`src/verilog/dps_seq_map.vh`:
```
// Purpose: constants for the deposition process sequencer
// Assumes: 250 MHz ref_clk
// Notes: long counts are also module parameters so a bench can shorten them
`ifndef DPS_SEQ_MAP_VH
`define DPS_SEQ_MAP_VH
// coating threshold, degrees C, on the 10-bit vaporizer temperature input
`define DPS_COAT_TEMP_C 10'h05a
// clock rate in Hz
`define DPS_CLK_HZ 250000000
// fault grace and end-of-run times, in seconds (5 minutes)
`define DPS_FAULT_TIME_S 300
`define DPS_EOR_TIME_S 300
// derived cycle counts, 40 bits to match the timer width (the product fits)
`define DPS_FAULT_CYC (40'd300 * 40'd250000000)
`define DPS_EOR_CYC (40'd300 * 40'd250000000)
// blink half period: 0.5 s
`define DPS_BLINK_CYC (40'd250000000 / 40'd2)
// sequencer states
`define DPS_ST_IDLE 3'h0
`define DPS_ST_HEAT 3'h1
`define DPS_ST_RAMP 3'h2
`define DPS_ST_COAT 3'h3
`define DPS_ST_HOLD 3'h4
`define DPS_ST_SHUT 3'h5
`endif

```
`src/verilog/dps_timer.v`:
```
// Purpose: resettable down-count timer with expiry flag
// Assumes: synchronous active-high reset, clock enable gates all state
// Notes: expiry stays high until the timer is cleared
`timescale 1ns/1ns
module dps_timer #(
	parameter [39:0] LOAD = 40'h0000000010
) (
	// clock and control
	input wire ref_clk,
	input wire srst,
	input wire clkEn,
	// run is a level: low clears the timer
	input wire run,
	// expired flag
	output reg expired
);
	// remaining count
	reg [39:0] count_ff;
	// count down while run is held, reload when it drops
	always @(posedge ref_clk) begin
		if (srst) begin
			// start loaded so a run raised right after reset still waits the full time
			count_ff <= LOAD;
			expired <= 1'b0;
		end else if (clkEn) begin
			if (!run) begin
				count_ff <= LOAD;
				expired <= 1'b0;
			end else if (count_ff <= 40'h1) begin
				// reached: latch expiry until run falls
				expired <= 1'b1;
			end else begin
				count_ff <= count_ff - 40'h1;
			end
		end
	end
endmodule // dps_timer

```
`src/verilog/dps_sequencer.v`:
```
// Purpose: supervisory sequencer for a vacuum deposition run
// Assumes: all inputs synchronous to ref_clk; buttons are one-cycle presses
// Notes: APB slave holds control, status and interrupt registers
// Overview of operation
// - start: furnace/gauge heat, fault watch, rotation
// - vaporizer ramps after base pressure, temps in limits
// - coating begins above coating threshold
// - fault: flash red, sound alarm, start timer
// - alarm button silences audio alarm
// - fault persisting at timer expiry shuts down
// - run done: hold vaporizer, end-of-run timer, shutdown
// - shutdown blinks green, disables all heaters
// - fault shutdown turns red lamp steady
// - pump stays on during shutdown
// - start button or vent ends vacuum hold
// - semi-auto: vaporizer heats only when interlocked
// - semi-auto: unresolved alarm kills heaters after timeout
//
// The implementer's own choices: the APB slave port and the address map.
`timescale 1ns/1ns
`include "dps_seq_map.vh"
module dps_sequencer #(
	parameter [39:0] FAULT_CYC = `DPS_FAULT_CYC,
	parameter [39:0] EOR_CYC = `DPS_EOR_CYC,
	parameter [39:0] BLINK_CYC = `DPS_BLINK_CYC
) (
	// clock, reset, enable
	input wire ref_clk,
	input wire srst,
	input wire clkEn,
	// apb slave
	input wire psel,
	input wire penable,
	input wire pwrite,
	input wire [7:0] paddr,
	input wire [31:0] pwdata,
	output reg [31:0] prdata,
	output reg pready,
	output reg pslverr,
	// operator panel
	input wire startStopPress,
	input wire alarmPress,
	input wire ventSelect,
	input wire semiAuto,
	input wire rotationFitted,
	// process controller flags
	input wire basePressureLamp,
	input wire furnaceLimitLamp,
	input wire gaugeLimitLamp,
	input wire pumpDownElapsed,
	input wire runComplete,
	input wire tempFault,
	input wire [9:0] vapTempC,
	// semi-auto manual enables
	input wire manFurnaceEn,
	input wire manVapEn,
	input wire manRotateEn,
	// outputs, all registered
	output reg furnaceHeatEn,
	output reg gaugeHeatEn,
	output reg vapHeatEn,
	output reg loadDoorHeatEn,
	output reg vapLamp,
	output reg rotateEn,
	output reg pumpOn,
	output reg redLamp,
	output reg audioAlarm,
	output reg greenLamp,
	output reg irq
);
	// register offsets
	localparam [7:0] OFS_CTRL = 8'h00;
	localparam [7:0] OFS_STATE = 8'h04;
	localparam [7:0] OFS_IRQ_STAT = 8'h08;
	localparam [7:0] OFS_IRQ_EN = 8'h0c;
	localparam [7:0] OFS_IRQ_CLR = 8'h10;

	// sequencer state and flags
	reg [2:0] state_ff;
	reg [2:0] nxt_state;
	reg faultCause_ff;
	reg silenced_ff;
	reg blink_ff;
	reg [39:0] blinkCnt_ff;
	reg semiTrip_ff;
	// control register: bit0 software start, bit1 software stop, bit2 door heat
	reg doorHeatReq_ff;
	reg [3:0] irqStat_ff;
	reg [3:0] irqEn_ff;

	// bus decode: zero wait state, access phase only
	wire apbAcc = psel && penable;
	wire apbWr = apbAcc && pwrite;
	wire swStart = apbWr && (paddr == OFS_CTRL) && pwdata[0];
	wire swStop = apbWr && (paddr == OFS_CTRL) && pwdata[1];
	wire startEv = startStopPress || swStart;
	wire running = (state_ff != `DPS_ST_IDLE) && (state_ff != `DPS_ST_SHUT);
	// temps in limits when neither controller limit lamp flashes
	wire tempsOk = !furnaceLimitLamp && !gaugeLimitLamp;
	wire interlockOk = basePressureLamp && tempsOk;
	// fault is watched once the run is armed, and at any time in semi-auto
	wire faultActive = tempFault && running;
	wire semiFault = semiAuto && tempFault;

	// timers
	wire faultExp;
	wire eorExp;
	// fault timer, cleared with the fault
	dps_timer #(.LOAD(FAULT_CYC)) uFaultTmr (
		.ref_clk(ref_clk),
		.srst(srst),
		.clkEn(clkEn),
		.run(faultActive || semiFault),
		.expired(faultExp)
	);
	// end-of-run timer runs only in hold
	dps_timer #(.LOAD(EOR_CYC)) uEorTmr (
		.ref_clk(ref_clk),
		.srst(srst),
		.clkEn(clkEn),
		.run(state_ff == `DPS_ST_HOLD),
		.expired(eorExp)
	);

	// next state; the fault path wins over normal progress
	always @* begin
		nxt_state = state_ff;
		case (state_ff)
			`DPS_ST_IDLE: begin
				if (startEv && !semiAuto)
					nxt_state = `DPS_ST_HEAT;
			end
			`DPS_ST_HEAT: begin
				if (interlockOk)
					nxt_state = `DPS_ST_RAMP;
			end
			`DPS_ST_RAMP: begin
				if (vapTempC > `DPS_COAT_TEMP_C)
					nxt_state = `DPS_ST_COAT;
			end
			`DPS_ST_COAT: begin
				if (runComplete)
					nxt_state = `DPS_ST_HOLD;
			end
			`DPS_ST_HOLD: begin
				if (eorExp)
					nxt_state = `DPS_ST_SHUT;
			end
			`DPS_ST_SHUT: begin
				// button or vent leaves vacuum hold
				if (startEv || ventSelect)
					nxt_state = `DPS_ST_IDLE;
			end
			default: nxt_state = `DPS_ST_IDLE;
		endcase
		if (running && faultExp && tempFault)
			nxt_state = `DPS_ST_SHUT;
		// software stop aborts to shutdown
		if (running && swStop)
			nxt_state = `DPS_ST_SHUT;
	end

	// state, fault cause and silence latch
	always @(posedge ref_clk) begin
		if (srst) begin
			state_ff <= `DPS_ST_IDLE;
			faultCause_ff <= 1'b0;
			silenced_ff <= 1'b0;
			semiTrip_ff <= 1'b0;
		end else if (clkEn) begin
			state_ff <= nxt_state;
			if (running && nxt_state == `DPS_ST_SHUT)
				faultCause_ff <= faultExp && tempFault;
			else if (nxt_state == `DPS_ST_IDLE)
				faultCause_ff <= 1'b0;
			// silence latch; rearms when fault clears
			if (!tempFault)
				silenced_ff <= 1'b0;
			else if (alarmPress)
				silenced_ff <= 1'b1;
			// semi-auto trip holds until mode left
			if (!semiAuto)
				semiTrip_ff <= 1'b0;
			else if (semiFault && faultExp)
				semiTrip_ff <= 1'b1;
		end
	end

	// blink generator, shared by red flash and green blink
	always @(posedge ref_clk) begin
		if (srst) begin
			blinkCnt_ff <= 40'h0;
			blink_ff <= 1'b0;
		end else if (clkEn) begin
			if (blinkCnt_ff >= BLINK_CYC - 40'h1) begin
				blinkCnt_ff <= 40'h0;
				blink_ff <= !blink_ff;
			end else begin
				blinkCnt_ff <= blinkCnt_ff + 40'h1;
			end
		end
	end

	// output drivers; outside semi-auto all heater enables derive from the next state
	always @(posedge ref_clk) begin
		if (srst) begin
			furnaceHeatEn <= 1'b0;
			gaugeHeatEn <= 1'b0;
			vapHeatEn <= 1'b0;
			loadDoorHeatEn <= 1'b0;
			vapLamp <= 1'b0;
			rotateEn <= 1'b0;
			pumpOn <= 1'b0;
			redLamp <= 1'b0;
			audioAlarm <= 1'b0;
			greenLamp <= 1'b0;
		end else if (clkEn) begin
			if (semiAuto) begin
				furnaceHeatEn <= manFurnaceEn && !semiTrip_ff;
				gaugeHeatEn <= manFurnaceEn && !semiTrip_ff;
				vapLamp <= manVapEn;
				// vaporizer heats only with interlocks met
				vapHeatEn <= manVapEn && interlockOk && pumpDownElapsed && !semiTrip_ff;
				loadDoorHeatEn <= doorHeatReq_ff && !semiTrip_ff;
				rotateEn <= manRotateEn && rotationFitted;
				pumpOn <= 1'b1;
				redLamp <= semiTrip_ff ? 1'b1 : (tempFault && blink_ff);
				audioAlarm <= tempFault && !silenced_ff;
				greenLamp <= 1'b0;
			end else begin
				// furnace and gauge heat once armed
				furnaceHeatEn <= (nxt_state != `DPS_ST_IDLE) && (nxt_state != `DPS_ST_SHUT);
				gaugeHeatEn <= (nxt_state != `DPS_ST_IDLE) && (nxt_state != `DPS_ST_SHUT);
				// vaporizer disabled in heat; held at setpoint in hold
				vapHeatEn <= (nxt_state == `DPS_ST_RAMP) || (nxt_state == `DPS_ST_COAT) ||
					(nxt_state == `DPS_ST_HOLD);
				vapLamp <= (nxt_state == `DPS_ST_RAMP) || (nxt_state == `DPS_ST_COAT) ||
					(nxt_state == `DPS_ST_HOLD);
				loadDoorHeatEn <= doorHeatReq_ff && (nxt_state != `DPS_ST_SHUT);
				rotateEn <= rotationFitted && (nxt_state != `DPS_ST_IDLE) &&
					(nxt_state != `DPS_ST_SHUT);
				// pump on through run and shutdown
				pumpOn <= (nxt_state != `DPS_ST_IDLE);
				// flash red while fault, steady after fault shutdown
				if (nxt_state == `DPS_ST_SHUT)
					redLamp <= faultCause_ff || (running && faultExp && tempFault);
				else
					redLamp <= faultActive && blink_ff;
				audioAlarm <= faultActive && !silenced_ff && !alarmPress;
				// blink green in shutdown, steady while running
				if (nxt_state == `DPS_ST_SHUT)
					greenLamp <= blink_ff;
				else
					greenLamp <= (nxt_state != `DPS_ST_IDLE);
			end
		end
	end

	// interrupt events: bit0 fault, bit1 coating, bit2 shutdown, bit3 run done
	wire [3:0] irqEv;
	assign irqEv[0] = tempFault && !audioAlarm && !silenced_ff && (running || semiAuto);
	assign irqEv[1] = (state_ff == `DPS_ST_RAMP) && (nxt_state == `DPS_ST_COAT);
	assign irqEv[2] = running && (nxt_state == `DPS_ST_SHUT);
	assign irqEv[3] = (state_ff == `DPS_ST_COAT) && (nxt_state == `DPS_ST_HOLD);
	wire irqClrWr = apbWr && (paddr == OFS_IRQ_CLR);

	// apb registers; a set wins over a clear in the same cycle
	always @(posedge ref_clk) begin
		if (srst) begin
			doorHeatReq_ff <= 1'b0;
			irqStat_ff <= 4'h0;
			irqEn_ff <= 4'h0;
			prdata <= 32'h0;
			pready <= 1'b0;
			pslverr <= 1'b0;
			irq <= 1'b0;
		end else if (clkEn) begin
			pready <= psel && !penable;
			pslverr <= 1'b0;
			irqStat_ff <= (irqStat_ff & ~(irqClrWr ? pwdata[3:0] : 4'h0)) | irqEv;
			irq <= |(irqStat_ff & irqEn_ff);
			if (psel && !penable) begin
				// setup phase: decode and stage read data
				prdata <= 32'h0;
				case (paddr)
					OFS_CTRL: prdata <= {29'h0, doorHeatReq_ff, 2'h0};
					OFS_STATE: prdata <= {21'h0, faultCause_ff, silenced_ff, semiTrip_ff,
						redLamp, audioAlarm, greenLamp, vapHeatEn, 1'b0, state_ff};
					OFS_IRQ_STAT: prdata <= {28'h0, irqStat_ff};
					OFS_IRQ_EN: prdata <= {28'h0, irqEn_ff};
					OFS_IRQ_CLR: prdata <= 32'h0;
					default: pslverr <= 1'b0;
				endcase
				if (paddr > OFS_IRQ_CLR || paddr[1:0] != 2'h0)
					pslverr <= 1'b1;
			end
			if (apbWr && paddr == OFS_CTRL)
				doorHeatReq_ff <= pwdata[2];
			if (apbWr && paddr == OFS_IRQ_EN)
				irqEn_ff <= pwdata[3:0];
			if (apbAcc && pready)
				pready <= 1'b0;
		end
	end
endmodule // dps_sequencer

```
`config.mk`:
```
export PLATFORM = sky130hd
export DESIGN_NAME = dps_sequencer
export DESIGN_NICKNAME = d
export VERILOG_FILES = /design/src/verilog/dps_timer.v /design/src/verilog/dps_sequencer.v
export VERILOG_INCLUDE_DIRS = /design/src /design/src/verilog
export SDC_FILE = /design/constraint.sdc
export NUM_CORES = 1
export LEC_CHECK = 0
export BUFFER_PORTS_ARGS = -buffer_cell sky130_fd_sc_hd__buf_2
export CORE_UTILIZATION = 63
export CTS_BUF_LIST = sky130_fd_sc_hd__clkbuf_2 sky130_fd_sc_hd__clkbuf_4 sky130_fd_sc_hd__clkbuf_8
export DETAILED_ROUTE_END_ITERATION = 10
export GPL_TIMING_DRIVEN = 0
export HOLD_SLACK_MARGIN = 0.05
export PLACE_DENSITY = 0.9
export SYNTH_ARGS = -nofsm -noshare
export SYNTH_HDL_FRONTEND = slang
export SYNTH_HIERARCHICAL = 1
export SYNTH_SLANG_ARGS = --single-unit
```
`constraint.sdc`:
```
create_clock -name ref_clk -period 4.91 [get_ports ref_clk]
set_clock_uncertainty 0.1 [all_clocks]
set_input_delay 0.7365 -clock ref_clk [delete_from_list [all_inputs] [get_ports ref_clk]]
set_output_delay 0.7365 -clock ref_clk [all_outputs]
set_load 0.01 [all_outputs]
```
* Word-level counts from Yosys, hierarchy flattened *
Cells that the tools add are included.

word-level totals
  register bits = 182
  output and inout bits = 45

cells by class
  bitwise logic cells = 4
  equal/unequal tests = 21
  reductions and logical operators = 77
  muxes and demuxes = 41
  add/sub/neg operators = 3
  order comparisons = 5

operators with widths
  kind                                                                                    number
  40-bit 2-to-1 mux                                                                       5
  40-bit by 1-bit less-or-equal comparator with 1-bit output (second input constant)      2
  40-bit by 1-bit subtractor with 40-bit output (second input constant)                   2
  11-bit one-hot mux with 4 select lines                                                  1
  1-bit logical AND                                                                       41
  40-bit by 1-bit adder with 40-bit output (second input constant)                        1
  40-bit by 27-bit greater-or-equal comparator with 1-bit output (second input constant)  1
  1-bit 2-to-1 mux                                                                        25
  3-bit 2-to-1 mux                                                                        8
  2-bit AND reduction                                                                     11
  3-bit one-hot mux with 6 select lines                                                   1
  8-bit by 4-bit equality test with 1-bit output (second input constant)                  2
  3-bit by 2-bit equality test with 1-bit output (second input constant)                  4
  3-bit equality test (second input constant)                                             4
  10-bit by 7-bit greater-than comparator with 1-bit output (second input constant)       1
  2-bit != test (second input constant)                                                   5
  1-bit zero test                                                                         9
  4-bit bitwise AND                                                                       2
  8-bit by 3-bit equality test with 1-bit output (second input constant)                  1
  8-bit by 5-bit equality test with 1-bit output (second input constant)                  1
  8-bit by 5-bit greater-than comparator with 1-bit output (second input constant)        1
  8-bit zero test                                                                         1
  1-bit logical OR                                                                        8
  3-bit zero test                                                                         2
  other kinds (9)                                                                         12

* Longest topological paths before layout *
  word-level depth = 14
  mapped depth = 9
  gate-level depth less buffers = 8

* Cells and area by module *
Netlist, hierarchy kept.

modules (own cells, without submodules)
  module         instances  cells an instance  sequential area each (um^2)  area an instance (um^2)
  dps_timer      2          246                820.8                        2102.0
  dps_sequencer  1          465                1581.5                       3890.0

* Least setup slack after synthesis *
OpenSTA, ideal clock, no wires.

  path kind = input port to flip-flop
  from = input paddr[3]
  to = register gaugeHeatEn
  arrival = 2.773 ns
  required time = 4.672 ns
  path buffers = 1
  path slack = 1.899 ns
  stages on the path = 7
  cells stage by stage = buf_4 or4_4 or3_4 a222oi_1 nand4_1 a22oi_2 a211oi_2

between the ends
  cells in the longest elaborated chain, start to end = 12
  elaborated cells on any way between the ends = 17
  classes of those cells = eq/ne (1); mux (6); reduce/logical (10)

ends and longest elaborated chain
  item                                                           line                                      text
  start: declaration                                             dps_sequencer.v:35                        input wire [7:0] paddr,
  8-bit zero test (*)                                            dps_sequencer.v:94, dps_sequencer.v:95
  1-bit logical AND (*)                                          dps_sequencer.v:94, dps_sequencer.v:95
  1-bit logical AND                                              dps_sequencer.v:94                        wire swStart = apbWr && (paddr == OFS_CTRL) && pwdata[0];
  1-bit logical OR                                               dps_sequencer.v:96                        wire startEv = startStopPress || swStart;
  1-bit logical OR or 1-bit logical AND (tied branches)          dps_sequencer.v:151, dps_sequencer.v:130
  3-bit 2-to-1 mux (on tied branches)                            dps_sequencer.v:151, dps_sequencer.v:130
  3-bit one-hot mux with 6 select lines                          dps_sequencer.v:128                       case (state_ff)
  3-bit 2-to-1 mux                                               dps_sequencer.v:156                       if (running && faultExp && tempFault)
  3-bit 2-to-1 mux (*)                                           dps_sequencer.v:159                       if (running && swStop)
  3-bit != test (no line) or 3-bit nonzero test (tied branches)  n/a
  1-bit logical AND (*)                                          dps_sequencer.v:233                       gaugeHeatEn <= (nxt_state != `DPS_ST_IDLE) && (nxt_state != `DPS_ST_SHUT);
  1-bit 2-to-1 mux (*)                                           dps_sequencer.v:218                       if (semiAuto) begin
  end signal: assignment                                         dps_sequencer.v:220                       gaugeHeatEn <= manFurnaceEn && !semiTrip_ff;
  end signal: assignment                                         dps_sequencer.v:233
  end: declaration                                               dps_sequencer.v:60                        output reg gaugeHeatEn,

Every way passes the cells marked *; elsewhere a longest branch is shown, timed or not.
A chain may end at the register's enable or synchronous reset.

* Final worst setup path *
  from = register state_ff[2]
  to = register uEorTmr.count_ff[20]

between the ends
  cells in the longest elaborated chain, start to end = 3
  elaborated cells on any way between the ends = 4
  classes of those cells = eq/ne (2); mux (1); reduce/logical (1)

ends and longest elaborated chain
  item                           line                 text
  start: declaration             dps_sequencer.v:79   reg [2:0] state_ff;
  start signal: assignment       dps_sequencer.v:166  state_ff <= `DPS_ST_IDLE;
  start signal: assignment       dps_sequencer.v:171  state_ff <= nxt_state;
  3-bit equality test (*)        n/a
  2-bit != test (no line)        n/a
  2-bit AND reduction (no line)  n/a
  end signal: assignment         dps_timer.v:33       count_ff <= count_ff - 40'h1;
  end: declaration               dps_timer.v:18       reg [39:0] count_ff;

Marked as above.

==> flow_metrics.env <==
export IMPL_wirelength_um=20000
export IMPL_synthDistinctLibCells=70
export IMPL_fp_coreArea_mm2=0.0126
export IMPL_io_buffers=62
export IMPL_ctsHoldBuffers=0
export IMPL_synthTopCellsByCount="161 x dfxtp_1, 148 x nor2_1, 78 x nand2_1"
export IMPL_power_density_mw_per_mm2=294
export IMPL_drc_errors=0
export IMPL_dp_slack_ps=1440
export IMPL_worst_pin_slew_ps=980
export IMPL_grt_total_usage_pct=31.4
export IMPL_clk_path_buf_depth=2
export IMPL_setup_viol=0
export IMPL_place_congestion=0.866
export IMPL_nets=1133
export IMPL_min_period_ps=3150
export IMPL_cts_sinks=161
export IMPL_die_h_um=115
export IMPL_start_kind="flop"
export IMPL_grt_max_degree=17
export IMPL_worst_slack_ps=1760
export IMPL_overflow=0
export IMPL_antennaDiodeCount=0
export IMPL_netlist_top_cells_area="dfxtp_1 40%, xnor2_1 7.9%, nor2_1 6.9%"
export IMPL_synth_async_reset_ratio_pct=0
export IMPL_antenna_found_initial=0
export IMPL_path_delay_family="buffers and inverters"
export IMPL_fin_setup_tns_ps=0
export IMPL_die_w_um=115
export IMPL_leakage_nw=3.19
export IMPL_peakVddDrop_uv=231
export IMPL_slowest_delay_ps=840
export IMPL_final_util_pct=72.6
export IMPL_path_class="flop to flop"
export IMPL_grt_pass1_vias=7141
export IMPL_synth_most_common_cell="dfxtp_1"
export IMPL_crit_fanout=10
export IMPL_syn_to_final_growth_pct=12.7
export IMPL_netlist_area_leader_share_pct=39.8
export IMPL_hold_viol=0
export IMPL_n_fill_cell=940
export IMPL_path_common_cell="clkbuf_1"
export IMPL_slew_viol_final=0
export IMPL_initial_core_util_pct=64.4
export IMPL_drive_gt1_share_pct=14.5
export IMPL_cp_data_required_time_ps=5140
export IMPL_synth_top_cell_by_area="dfxtp_1"
export IMPL_wl_per_cell_um=16.1
export IMPL_ys_ff_latch=161
export IMPL_postSynthCellCount=957
export IMPL_finalCritPeriodShare_pct=64.2
export IMPL_postSynthAreaPerCell_um2=8.46
export IMPL_vias_per_cell=6.09
export IMPL_slew_headroom_pct=34.6
export IMPL_cts_tree="yes"
export IMPL_row_count=41
export IMPL_drt_first_iter_violations=739
export IMPL_place_area_mm2=0.00869
export IMPL_dieArea_mm2=0.0133
export IMPL_syn_area_mm2=0.00809
export IMPL_status="finished, final reports clean"
export IMPL_grt_pass1_wl_um=33000
export IMPL_drv_cap=0
export IMPL_max_freq_mhz=317
export IMPL_fin_area_mm2=0.00912
export IMPL_post_cts_buffers=0
export IMPL_cts_buffers=17
export IMPL_clk_pin_slew_ps=90
export IMPL_whs_ps=375
export IMPL_vias=7572
export IMPL_path_buf_inv=3
export IMPL_cts_resized=0
export IMPL_htreeDepth=4
export IMPL_ios=115
export IMPL_rsz0062_at_grt="no"
export IMPL_cp_end_kind="flop"
export IMPL_root_buffer="clkbuf_8"
export IMPL_clk_latency_ps=470
export IMPL_slowest_stage="nor3b_1"
export IMPL_yosysWarnings=6
export IMPL_synthFlopType="dfxtp_1"
export IMPL_drt_pre_antenna_iters=6
export IMPL_drtAntennaViolNets=0
export IMPL_path_cells="clkbuf_1, nor3b_1, inv_1, a21oi_1, clkbuf_1, nand2_1"
export IMPL_synth_edf_count=0
export IMPL_arrival_ps=3380
export IMPL_hold_class="flop to flop"
export IMPL_synth_seq_area_share_pct=39.8
export IMPL_hpwl_um=13900
-- layer usage --
metal | part of all wire, % | vias up | wire (um) | GRT usage [%]
li1 | - | 3624 | - | -
met1 | 42 | 3576 | 8470 | 38.3
met2 | 48 | 308 | 9590 | 52.0
met3 | 7.0 | 64 | 1400 | 7.80
met4 | 2.7 | 0 | 540 | 14.6
met5 | 0 | - | 0 | 0
-- state kept, by name (all words and copies together) (netlist names), 3 cells and up --
signal              cells
blinkCnt_ff            40
prdata                 11
irqStat_ff              4
uEorTmr/count_ff       40
uFaultTmr/count_ff     40
irqEn_ff                4
state_ff                3
-- metrics by stage --
stage	instances	power, mW
after global routing	1243	2.78
after global placement	1211	1.64
after floorplan	977	1.57
final	1243	2.68
after CTS	1243	2.68
after detailed placement	1211	1.65
-- worst paths after layout --
| path | start | end | slack, ps | cells past startpoint |
|---|---|---|---|---|
| min | pready$_SDFFE_PP0P_ | pready$_SDFFE_PP0P_ | 380 | 2 |
| max | state_ff[2]$_SDFFE_PP0P_ | uEorTmr/count_ff[20]$_SDFFE_PP1P_ | 1760 | 6 |
| max reg2reg | state_ff[2]$_SDFFE_PP0P_ | uEorTmr/count_ff[20]$_SDFFE_PP1P_ | 1760 | 6 |
| min reg2reg | pready$_SDFFE_PP0P_ | pready$_SDFFE_PP0P_ | 380 | 2 |
-- kinds of logic after synthesis --
logic type,share of synthesized area (%)
other,0.0463
AOI/OAI and AO/OA,15.3
adders and majority gates,0.773
buffers and inverters,4.82
DFF,39.8
muxes,1.62
and+or+nand+nor,27.8
xor gates and xnor gates,9.85
-- cell usage in the layout, fill, tap and decap left out, drive strengths merged, types with 3 or more instances in the layout --
cell,instances
o211ai,4
ha,5
xnor2,73
and2,4
mux2,4
conb,21
nor3b,4
buf,94
nand3b,5
nand4,19
and4,7
a21o,4
mux2i,6
a311oi,3
or4,21
a22oi,15
o2111ai,4
inv,17
nor3,22
nand2b,9
nor4b,4
and2b,3
nand2,78
dfxtp,161
nor2,148
clkbuf,51
clkinv,4
or2,9
nand3,28
a2111oi,18
a21oi,48
xor2,18
or3,27
a211oi,35
o31ai,3
and3,10
o21ai,15
bufinv,3
nor4,24
a31oi,6
-- power by group --
part	total, mW	switching [mW]	internal [mW]
Combinational	0.275	0.168	0.106
Sequential	1.35	0.0256	1.33
Clock	1.05	0.524	0.524
Total	2.68	0.718	1.96
-- worst min-delay path: stages, from the launching register on --
cell	delay (ps)
dfxtp_1	320
nand2_1	60
a21oi_1	60
-- final cells by class --
class | instances | area, um^2 | share of cell area (%)
Clock inverter | 14 | 176 | 1.93
Clock buffer | 18 | 248 | 2.72
Inverter | 12 | 45.0 | 0.494
Buffer | 65 | 345 | 3.79
Multi-Input combinational cell | 739 | 4560 | 50.0
Sequential cell | 161 | 3220 | 35.3
Timing Repair Buffer | 62 | 310 | 3.40
Tap cell | 172 | 215 | 2.36
Note: power is estimated with default switching activity, not from simulation.
